===== src/design/asc_pkg.sv =====
// Purpose: Shared constants and types for the serial converter core.
// Assumes: 125 MHz system clock, one clock domain.
// Notes:   Overview list below; field layout of the config word is fixed here.
//
// Overview of operation
// - Data taken on rising serial clock edges
// - Busy held low while operating, else high
// - Most significant bit first, both directions
// - Config in and result out shift together
// - New config acts only after next transfer
// - Oscillator halved internally for conversion timing
package asc_pkg;

	localparam int unsigned WORD_BITS = 16;

	// ----------------------------------------------------------------
	// Configuration word layout, MSB first on the wire
	// ----------------------------------------------------------------
	typedef struct packed {
		logic       start_bit;
		logic [6:0] test_bits;
		logic [1:0] resolution;
		logic       offset_null;
		logic       gain_cal;
		logic       primary_power_down_bit;
		logic       secondary_power_down_bit;
		logic [1:0] spare_bits;
	} asc_cfg_t;

	localparam logic [15:0] CFG_RESET = 16'h0000;
	localparam logic [15:0] OUT_RESET = 16'h0000;

	// Resolution codes and conversion lengths in 512 kHz ticks
	localparam logic [1:0]  RES_16 = 2'h0;
	localparam logic [1:0]  RES_14 = 2'h1;
	localparam logic [1:0]  RES_12 = 2'h2;
	localparam logic [1:0]  RES_10 = 2'h3;
	localparam logic [15:0] TICKS_RES_16 = 16'h2000;
	localparam logic [15:0] TICKS_RES_14 = 16'h0800;
	localparam logic [15:0] TICKS_RES_12 = 16'h0200;
	localparam logic [15:0] TICKS_RES_10 = 16'h0080;
	localparam logic [15:0] TICKS_CAL    = 16'h2000;

	// Pin sampling vector positions
	localparam int unsigned PIN_CS_N = 0;
	localparam int unsigned PIN_SCK  = 1;
	localparam int unsigned PIN_DIN  = 2;
	localparam int unsigned PIN_OSC  = 3;
	localparam int unsigned PIN_NUM  = 4;

	typedef enum logic [1:0] {
		ST_IDLE = 2'b00,
		ST_CONV = 2'b01,
		ST_DOWN = 2'b10
	} asc_state_t;

	// Status seen by the surrounding logic
	typedef struct packed {
		asc_cfg_t   active_cfg;
		asc_cfg_t   pending_cfg;
		logic       converting;
		logic       shut_down;
	} asc_status_t;

endpackage


===== src/design/asc_pin_sync.sv =====
// Purpose: Two-flop synchronisers with edge detection for the pins.
// Assumes: Inputs are asynchronous to clk_in.
// Notes:   Edges are taken from the second stage only.
`timescale 1ns/10ps
module asc_pin_sync
	import asc_pkg::*;
#(
	parameter int unsigned N = 4
) (
	input  wire logic         clk_in,
	input  wire logic         rstn_in,
	input  wire logic [N-1:0] pins_in,
	output logic      [N-1:0] level_out,
	output logic      [N-1:0] rise_out,
	output logic      [N-1:0] fall_out
);
	logic [N-1:0] meta_q;
	logic [N-1:0] level_q;
	logic [N-1:0] prev_q;

	always_ff @(posedge clk_in) begin
		if (!rstn_in) begin
			meta_q  <= '0;
			level_q <= '0;
			prev_q  <= '0;
		end else begin
			meta_q  <= pins_in;
			level_q <= meta_q;
			prev_q  <= level_q;
		end
	end

	assign level_out = level_q;
	assign rise_out  = level_q & ~prev_q;
	assign fall_out  = ~level_q & prev_q;
endmodule // asc_pin_sync


===== src/design/asc_core.sv =====
// Purpose: Serial configuration port and conversion timing of the converter.
// Assumes: Host drives select, clock and data; oscillator arrives on a pin.
// Notes:   Pins are oversampled; host bit rate must stay far below clk_in.
`timescale 1ns/10ps
module asc_core
	import asc_pkg::*;
(
	input  wire logic        clk_in,
	input  wire logic        rstn_in,
	input  wire logic        cs_n_in,
	input  wire logic        sck_in,
	input  wire logic        din_in,
	input  wire logic        osc_in,
	input  wire logic [15:0] sample_in,
	output logic             dout_out,
	output logic             busy_n_out,
	output asc_status_t      status_out
);
	// ----------------------------------------------------------------
	// Pin synchronisation
	// ----------------------------------------------------------------
	logic [PIN_NUM-1:0] pin_lvl;
	logic [PIN_NUM-1:0] pin_rise;
	logic [PIN_NUM-1:0] pin_fall;

	asc_pin_sync #(.N(PIN_NUM)) u_sync (
		.clk_in    (clk_in),
		.rstn_in   (rstn_in),
		.pins_in   ({osc_in, din_in, sck_in, cs_n_in}),
		.level_out (pin_lvl),
		.rise_out  (pin_rise),
		.fall_out  (pin_fall)
	);

	logic selected;
	logic sck_up;
	logic sck_down;
	logic end_xfer;
	assign selected = ~pin_lvl[PIN_CS_N];
	assign sck_up   = selected & pin_rise[PIN_SCK];
	assign sck_down = selected & pin_fall[PIN_SCK];

	// ----------------------------------------------------------------
	// Oscillator halving to the conversion tick
	// ----------------------------------------------------------------
	logic half_q;
	logic half_d;
	logic tick;

	always_comb begin
		half_d = half_q ^ pin_rise[PIN_OSC];
	end
	assign tick = pin_rise[PIN_OSC] & half_q;

	always_ff @(posedge clk_in) begin
		if (!rstn_in) begin
			half_q <= 1'b0;
		end else begin
			half_q <= half_d;
		end
	end

	// ----------------------------------------------------------------
	// Shift path
	// ----------------------------------------------------------------
	logic [15:0] in_sr_q;
	logic [15:0] in_sr_d;
	logic [15:0] out_sr_q;
	logic [15:0] out_sr_d;
	logic [4:0]  bits_q;
	logic [4:0]  bits_d;
	logic        dout_q;
	logic        dout_d;
	logic [15:0] result_q;
	asc_cfg_t    pend_q;
	asc_cfg_t    pend_d;

	// Only a complete word counts; a short frame is discarded
	assign end_xfer = pin_rise[PIN_CS_N] & (bits_q == 5'(WORD_BITS));

	always_comb begin
		in_sr_d  = in_sr_q;
		out_sr_d = out_sr_q;
		bits_d   = bits_q;
		dout_d   = dout_q;
		pend_d   = pend_q;
		if (pin_fall[PIN_CS_N]) begin
			out_sr_d = result_q;
			dout_d   = result_q[15];
			bits_d   = 5'h00;
		end else if (sck_up) begin
			in_sr_d = {in_sr_q[14:0], pin_lvl[PIN_DIN]};
			if (bits_q != 5'(WORD_BITS)) begin
				bits_d = bits_q + 5'h01;
			end
		end else if (sck_down) begin
			out_sr_d = {out_sr_q[14:0], 1'b0};
			dout_d   = out_sr_q[14];
		end
		if (end_xfer) begin
			pend_d = asc_cfg_t'(in_sr_q);
		end
	end

	always_ff @(posedge clk_in) begin
		if (!rstn_in) begin
			in_sr_q  <= CFG_RESET;
			out_sr_q <= OUT_RESET;
			bits_q   <= 5'h00;
			dout_q   <= 1'b0;
			pend_q   <= asc_cfg_t'(CFG_RESET);
		end else begin
			in_sr_q  <= in_sr_d;
			out_sr_q <= out_sr_d;
			bits_q   <= bits_d;
			dout_q   <= dout_d;
			pend_q   <= pend_d;
		end
	end

	// ----------------------------------------------------------------
	// Conversion control
	// ----------------------------------------------------------------
	function automatic logic [15:0] conv_len(input asc_cfg_t c);
		if (c.offset_null || c.gain_cal) begin
			conv_len = TICKS_CAL;
		end else begin
			case (c.resolution)
				RES_16:  conv_len = TICKS_RES_16;
				RES_14:  conv_len = TICKS_RES_14;
				RES_12:  conv_len = TICKS_RES_12;
				default: conv_len = TICKS_RES_10;
			endcase
		end
	endfunction

	asc_state_t  st_q;
	asc_state_t  st_d;
	asc_cfg_t    act_q;
	asc_cfg_t    act_d;
	logic [15:0] cnt_q;
	logic [15:0] cnt_d;
	logic [15:0] result_d;
	logic        busy_n_q;
	logic        busy_n_d;

	always_comb begin
		st_d     = st_q;
		act_d    = act_q;
		cnt_d    = cnt_q;
		result_d = result_q;
		busy_n_d = busy_n_q;
		case (st_q)
			ST_IDLE, ST_DOWN: begin
				busy_n_d = 1'b1;
			end
			ST_CONV: begin
				busy_n_d = 1'b0;
				if (tick) begin
					if (cnt_q <= 16'h0001) begin
						st_d     = ST_IDLE;
						busy_n_d = 1'b1;
						// Calibration cycles leave the last result alone
						if (!act_q.offset_null && !act_q.gain_cal) begin
							result_d = sample_in;
						end
					end else begin
						cnt_d = cnt_q - 16'h0001;
					end
				end
			end
			default: begin
				st_d     = ST_IDLE;
				busy_n_d = 1'b1;
			end
		endcase
		// Word that was pending before this frame takes over now
		if (end_xfer) begin
			act_d = pend_q;
			cnt_d = conv_len(pend_q);
			if (pend_q.primary_power_down_bit || pend_q.secondary_power_down_bit) begin
				st_d     = ST_DOWN;
				busy_n_d = 1'b1;
			end else begin
				st_d     = ST_CONV;
				busy_n_d = 1'b0;
			end
		end
	end

	always_ff @(posedge clk_in) begin
		if (!rstn_in) begin
			st_q     <= ST_IDLE;
			act_q    <= asc_cfg_t'(CFG_RESET);
			cnt_q    <= 16'h0000;
			result_q <= OUT_RESET;
			busy_n_q <= 1'b1;
		end else begin
			st_q     <= st_d;
			act_q    <= act_d;
			cnt_q    <= cnt_d;
			result_q <= result_d;
			busy_n_q <= busy_n_d;
		end
	end

	// ----------------------------------------------------------------
	// Outputs
	// ----------------------------------------------------------------
	asc_status_t status_q;
	asc_status_t status_d;

	always_comb begin
		status_d.active_cfg  = act_d;
		status_d.pending_cfg = pend_d;
		status_d.converting  = (st_d == ST_CONV);
		status_d.shut_down   = (st_d == ST_DOWN);
	end

	always_ff @(posedge clk_in) begin
		if (!rstn_in) begin
			status_q <= '0;
		end else begin
			status_q <= status_d;
		end
	end

	assign dout_out   = dout_q;
	assign busy_n_out = busy_n_q;
	assign status_out = status_q;
endmodule // asc_core


===== config.mk =====
export PLATFORM = sky130hd
export DESIGN_NAME = asc_core
export DESIGN_NICKNAME = d
export VERILOG_FILES = /design/src/design/asc_pkg.sv /design/src/design/asc_pin_sync.sv /design/src/design/asc_core.sv
export SDC_FILE = /design/constraint.sdc
export NUM_CORES = 1
export LEC_CHECK = 0
export ABC_AREA = 1
export BUFFER_PORTS_ARGS = -buffer_cell sky130_fd_sc_hd__buf_4
export CAP_MARGIN = 30
export CORE_MARGIN = 8
export CORE_UTILIZATION = 50
export DETAILED_ROUTE_END_ITERATION = 6
export GPL_TIMING_DRIVEN = 0
export HOLD_SLACK_MARGIN = 0.08
export PLACE_DENSITY_LB_ADDON = 0.08
export REMOVE_ABC_BUFFERS = 1
export SETUP_SLACK_MARGIN = 0.05
export SYNTH_ARGS = -nofsm -noshare
export SYNTH_HDL_FRONTEND = slang
export SYNTH_SLANG_ARGS = --single-unit

===== constraint.sdc =====
create_clock -name clk_in -period 4 [get_ports clk_in]
set_clock_uncertainty 0.1 [all_clocks]
set_input_delay 0.6 -clock clk_in [delete_from_list [all_inputs] [get_ports clk_in]]
set_output_delay 0.6 -clock clk_in [all_outputs]
set_load 0.01 [all_outputs]

==> results of run 1 <==
-- sequential cells by signal (all words and copies together) (netlist names), 2 cells and up --
register	cells
u_sync.prev_q	3
out_sr_q	15
u_sync.meta_q	4
bits_q	5
cnt_q	16
result_q	16
u_sync.level_out	4
st_q	2
in_sr_q	16
status_out	34
-- cell type report --
type | count | area, sq um
Clock buffer | 18 | 428
Clock inverter | 14 | 141
Fill cell | 930 | 3840
Inverter | 75 | 282
Multi-Input combinational cell | 448 | 2070
Sequential cell | 118 | 2360
Tap cell | 133 | 166
Timing Repair Buffer | 58 | 448
-- cells in the final DEF, fill, tap and decap left out, types with 3 or more instances in the layout --
cell type  netlist  final
buf_4           17     57
o21ai_0         19     19
nand4_1          5      5
clkinv_4         0      6
inv_6            0      4
nand3b_1         3      3
nand2_1        197    197
inv_2            4      4
nor2_1          90     90
inv_1           70     70
nand3_1         34     34
clkbuf_16        0     16
ha_1             5      5
dfxtp_1        118    118
nand2_2          3      3
a21oi_1         58     58
a311oi_1        14     14
nor3_1           4      4
-- metal layers --
metal,global-route usage,vias up
met4,0.0761,0
met3,0.0427,10
met1,0.190,1901
met2,0.271,74
li1,-,2221
met5,0,-
-- through the flow --
step / instance area [sq um] / total power, mW / setup slack [ns] / std cells
final: 5890 / 2.72 / 1.33 / 864
after global routing: 5890 / 2.80 / 1.06 / 864
after CTS: 5890 / 2.74 / 1.31 / 864
after detailed placement: 5320 / 1.30 / 1.37 / 832
after global placement: 5300 / 1.30 / 1.40 / 831
after floorplan: 4710 / 1.26 / 2.01 / 641
-- worst register-to-register path: stages (launching register included) --
cell and delay (ns):
dfxtp_1 0.34, inv_1 0.09, ha_1 0.16, nand2_1 0.05, inv_1 0.10, nand4_4 0.52
inv_2 0.70, nand2_1 0.16, o21ai_0 0.23, nor2_1 0.06, nor2_1 0.09
-- final timing paths --
path | from | to | slack (ns) | cells after the start
setup / recovery | bits_q[0]$_SDFFE_PP0P_ | cnt_q[7]$_SDFFE_PN0P_ | 1.33 | 10
hold reg to reg | u_sync.meta_q[0]$_SDFF_PN0_ | u_sync.level_out[0]$_SDFF_PN0_ | 0.31 | 2
setup reg to reg | bits_q[0]$_SDFFE_PP0P_ | cnt_q[7]$_SDFFE_PN0P_ | 1.33 | 10
hold / removal | sck_in | u_sync.meta_q[1]$_SDFF_PN0_ | 0.17 | 3
-- power by group --
| group | internal (mW) | switching (mW) | total, mW |
|---|---|---|---|
| Sequential | 1.19 | 0.00778 | 1.20 |
| Clock | 0.855 | 0.583 | 1.44 |
| Combinational | 0.0301 | 0.0493 | 0.0794 |
| Total | 2.08 | 0.640 | 2.72 |
-- logic make-up after synthesis --
kind of cell / Yosys count / share of synthesized area
adders and majority gates: 5 / 0.0126
AOI/OAI and AO/OA: 97 / 0.111
DFF: 118 / 0.475
buffers and inverters: 121 / 0.109
and+or+nand+nor: 346 / 0.293
==> impl_metrics.ini, run 1 <==
[status]
status = complete, no violations

[power_and_ir_drop]
power_leakage_nw = 2.56
power.density_nw_per_um2 = 461
peakVddDrop_mv = 0.245

[worst_setup_path]
worstPathMaxFanout = 45
critPathSlowestCell = inv_2
worstPathCellList = inv_1 > ha_1 > nand2_1 > inv_1 > nand4_4 > inv_2 > nand2_1 > o21ai_0 > nor2_1 > nor2_1
critPathRequiredTime_ns = 4.35
crit_arrival_ns = 3.01
max_stage_delay_ns = 0.68
cp-end-kind = flip-flop
start_kind = flip-flop
crit_family = buffers and inverters
critPathBufInv = 3
crit_type = reg2reg

[yosys]
yosys-top-cells-area = dfxtp_1 48%, nand2_1 15%, nor2_1 6.8%, a21oi_1 5.8%, inv_1 5.3%
synth_edf_count = 0
yosys.cell_types.count = 33
syn_area_per_cell_sq_um = 7.23
synth_cells = 687
syn_area_sq_um = 4970
ys_ff_latch = 118
ys_top_cells_by_count = 197 x nand2_1, 118 x dfxtp_1, 90 x nor2_1, 70 x inv_1, 58 x a21oi_1
yosysMostFrequentCell = nand2_1
ys_warn_count = 0
synth.top_cell.area_share = 0.475
synthFlopType = dfxtp_1
synth_seq_area_share = 0.475
synth-async-reset-ratio = 0
synthDominantAreaCellType = dfxtp_1

[clock_network]
cts_hold_buf = 0
path_clk_slew_ns = 0.06
ctsLongestPathBuffers = 2
cts_buffers = 17
cts_tree = yes
ctsHtreeMaxLevel = 4
root_buffer = clkbuf_8
cts_resized = 0
cts_sinks = 118
cts_setup_buffers = 0
worstSkewPairLatency_ns = 0.51

[drt]
drc = 0
final_antenna_net_count = 0
first_pass_iters = 5
num_vias = 4206
wl_per_cell_um = 11.8
drt_iter0_drc = 206
met2_wirelength_um = 4780
met3_length_um = 435
maxUsedRoutingLayer = met4
via_per_inst = 4.87
routed_wl_um = 10200
wl_met1_um = 4890

[die]
die_x_um = 116
start_util = 0.511
core_sq_um = 9730
fp.dieArea_sq_um = 13400
io_pins = 58
core.rowCount = 36
chipHeight_um = 116

[placement]
dp_hpwl_um = 6550
io_buffers = 57
place_congestion = 0.824

[sta]
worst_slew_pin_slew_ns = 0.935
holdWs_ns = 0.166
setup_viol = 0
setup_tns_ns = 0
rsz0062_at_grt = no
final_hold_viol_count = 0
finalCriticalPeriod_ns = 2.67
fmax_mhz = 375
slew_violations = 0
fin_crit_sh = 0.666
slew_headroom = 0.375

[cells_and_area]
diodes = 0
post-route-util = 0.606
fin_nets = 745
drive_gt1_frac = 0.144
syn_to_final_growth_pct = 18.6

[global_route]
grt_usage = 0.162
grt_pass1_vias = 4025
grt_remaining_overflow = 0
antenna_found_initial = 0
grt_max_degree = 52
grt_first_pass_wirelength_um = 17600

[flow_run]
drv_cap = 0

[worst_hold_path]
min-delay-path-class = in2reg
No activity file was read; power rests on OpenSTA's default activity.
==> inputs of run 2 (changes only) <==
- ABC_AREA: 1 -> 0
- clock period: 4 -> 2.1 ns (I/O delays scaled with it)
==> run 2 against run 1 <==
The run now ends with negative setup slack left. Critical path depth decreased by 4. Final area increased by 6.5%. Critical path type unchanged. Setup slack got worse by 1.4 ns. Clock power increased by 110%. Clock-buffer cell count increased by 2. Power increased by 100%. Die area decreased by 4.5%. Register-to-register slack got worse by 1.4 ns. Non-clock buffer count increased by 40.
==> impl_metrics.ini, run 2 <==
[sta]
rsz0062_at_grt = yes
slew_violations = 0
setup_viol = 2
finalCriticalPeriod_ns = 2.12
setup_tns_ns = -0.0280
worst_slew_pin_slew_ns = 0.586
fmax_mhz = 472
fin_crit_sh = 1.01
slew_headroom = 0.609
final_hold_viol_count = 0
setup_ws_ns = -0.0197

[clock_network]
ctsHtreeMaxLevel = 4
path_clk_slew_ns = 0.06
ctsLongestPathBuffers = 2
cts_tree = yes
cts_sinks = 118
root_buffer = clkbuf_8
cts_buffers = 17
worstSkewPairLatency_ns = 0.51

[cells_and_area]
diodes = 0
layout_commonest_cell = dfxtp_1
post-route-util = 0.683
largest_register_ffs = 34
fin_area_sq_um = 6280
fin_nets = 638
syn_to_final_growth_pct = 33.4
layout_common_cells = 115 x dfxtp_1, 114 x nand2_1, 69 x buf_4
drive_gt1_frac = 0.248

[global_route]
grt_first_pass_wirelength_um = 17300
grt_max_degree = 52
grt_usage = 0.167
grt_remaining_overflow = 0
grt_pass1_vias = 3729
antenna_found_initial = 0

[placement]
place_congestion = 0.803
dpl_cell_area_sq_um = 5090
io_buffers = 57
dpl_worst_slack_ns = -0.866
dp_hpwl_um = 5900

[yosys]
syn_area_per_cell_sq_um = 8.67
ys_top_cells_by_count = 118 x dfxtp_1, 115 x nand2_1, 55 x a21oi_1, 37 x nor2_1, 28 x clkbuf_1
synth-async-reset-ratio = 0
synth_edf_count = 0
yosys.cell_types.count = 46
synthDominantAreaCellType = dfxtp_1
ys_warn_count = 0
synth.top_cell.area_share = 0.502
ys_ff_latch = 118
synthFlopType = dfxtp_1
syn_area_sq_um = 4710
yosysMostFrequentCell = dfxtp_1
synth_seq_area_share = 0.502
yosys-top-cells-area = dfxtp_1 50%, nand2_1 9.2%, a21oi_1 5.8%, mux2i_1 3.4%, a211oi_1 3.0%
synth_cells = 543

[worst_setup_path]
cp-end-kind = flip-flop
crit_type = reg2reg
max_stage_delay_ns = 0.56
critPathSlowestCell = or4_4
worstPathMaxFanout = 7
crit_arrival_ns = 2.46
reg2reg_depth = 6
worstPathCellList = or4_4 > nor4b_4 > and4_4 > clkbuf_16 > nand3_2 > o21ai_1
start_kind = flip-flop
critPathRequiredTime_ns = 2.44

[die]
chipHeight_um = 113
die_x_um = 113
core.rowCount = 35
start_util = 0.512
fp.dieArea_sq_um = 12800
core_sq_um = 9200
io_pins = 58

[drt]
drt_iter0_drc = 210
routed_wl_um = 10800
wl_per_cell_um = 14.7
final_antenna_net_count = 0
num_vias = 3910
via_per_inst = 5.32
drc = 0
first_pass_iters = 4

[power_and_ir_drop]
p_total_mw = 5.44
power.density_nw_per_um2 = 866
power_leakage_nw = 2.41
peakVddDrop_mv = 0.411

[status]
status = finished, violations left
violations = negative setup slack

[worst_hold_path]
min-delay-path-class = in2reg
hold_depth = 3

[flow_run]
drv_cap = 0
[run 2: routing by layer]
layer  share of wire  vias up  track usage
li1                -     1971            -
met1            0.44     1854        0.186
met2            0.50       77        0.284
met3           0.048        8       0.0650
met4          0.0092        0       0.0560
met5               0        -            0
[run 2: metrics by stage]
step	instances	hold slack [ns]
finish	735	0.236
global route	735	0.229
CTS	725	0.184
detailed placement	665	0.317
global placement	660	0.319
floorplan	492	0.312
[run 2: report_power, final]
group / internal, mW / leakage (nW) / switching, mW
Clock: 1.96 / 0.295 / 1.00
Sequential: 2.27 / 0.955 / 0.0162
Combinational: 0.0899 / 1.16 / 0.101
[run 2: worst max-delay path: cells and delay by family, from the launching register on]
kind / cells / cell delay (ns)
buffers and inverters: 1 / 0.19
AO/OA/AOI/OAI: 1 / 0.11
flip-flops: 1 / 0.33
AND/OR/NAND/NOR: 4 / 1.30
[run 2: layout make-up]
cell class	count	area (sq um)
Clock buffer	20	435
Clock inverter	12	176
Fill cell	721	2920
Inverter	9	33.8
Multi-Input combinational cell	367	2240
Sequential cell	118	2370
Tap cell	111	139
Timing Repair Buffer	98	892
[run 2: path summary, 6_finish.rpt]
kind                                                  start                              to  slack (ns)
worst max-delay path                  cnt_q[9]$_SDFFE_PN0P_        result_q[2]$_SDFFE_PN0P_       -0.02
worst min-delay path                                rstn_in       result_q[11]$_SDFFE_PN0P_        0.24
worst max register to register        cnt_q[9]$_SDFFE_PN0P_        result_q[2]$_SDFFE_PN0P_       -0.02
worst min register to register  u_sync.meta_q[1]$_SDFF_PN0_  u_sync.level_out[1]$_SDFF_PN0_        0.33
[run 2: what timing repair did]
action                                  in CTS  in global routing
endpoints found under the setup margin      85                 60
hold buffers                                20                  0
cloned                                       3                  1
pin swaps                                    5                 23
endpoints found under the hold margin       20                  0
setup buffers                                5                  9
gates resized for setup                     14                 48
[run 2: cell families (layout without fill, tap and decap cells)]
| kind of cell | Yosys count | in the layout | share of synthesized area |
|---|---|---|---|
| buffers and inverters | 60 | 139 | 0.0696 |
| multiplexers | 16 | 16 | 0.0340 |
| adder cells (fa/ha/maj) | 5 | 5 | 0.0133 |
| AND/OR/NAND/NOR | 224 | 226 | 0.223 |
| flip-flops | 118 | 118 | 0.502 |
| AO/OA/AOI/OAI | 105 | 105 | 0.130 |
| XOR/XNOR | 15 | 15 | 0.0279 |
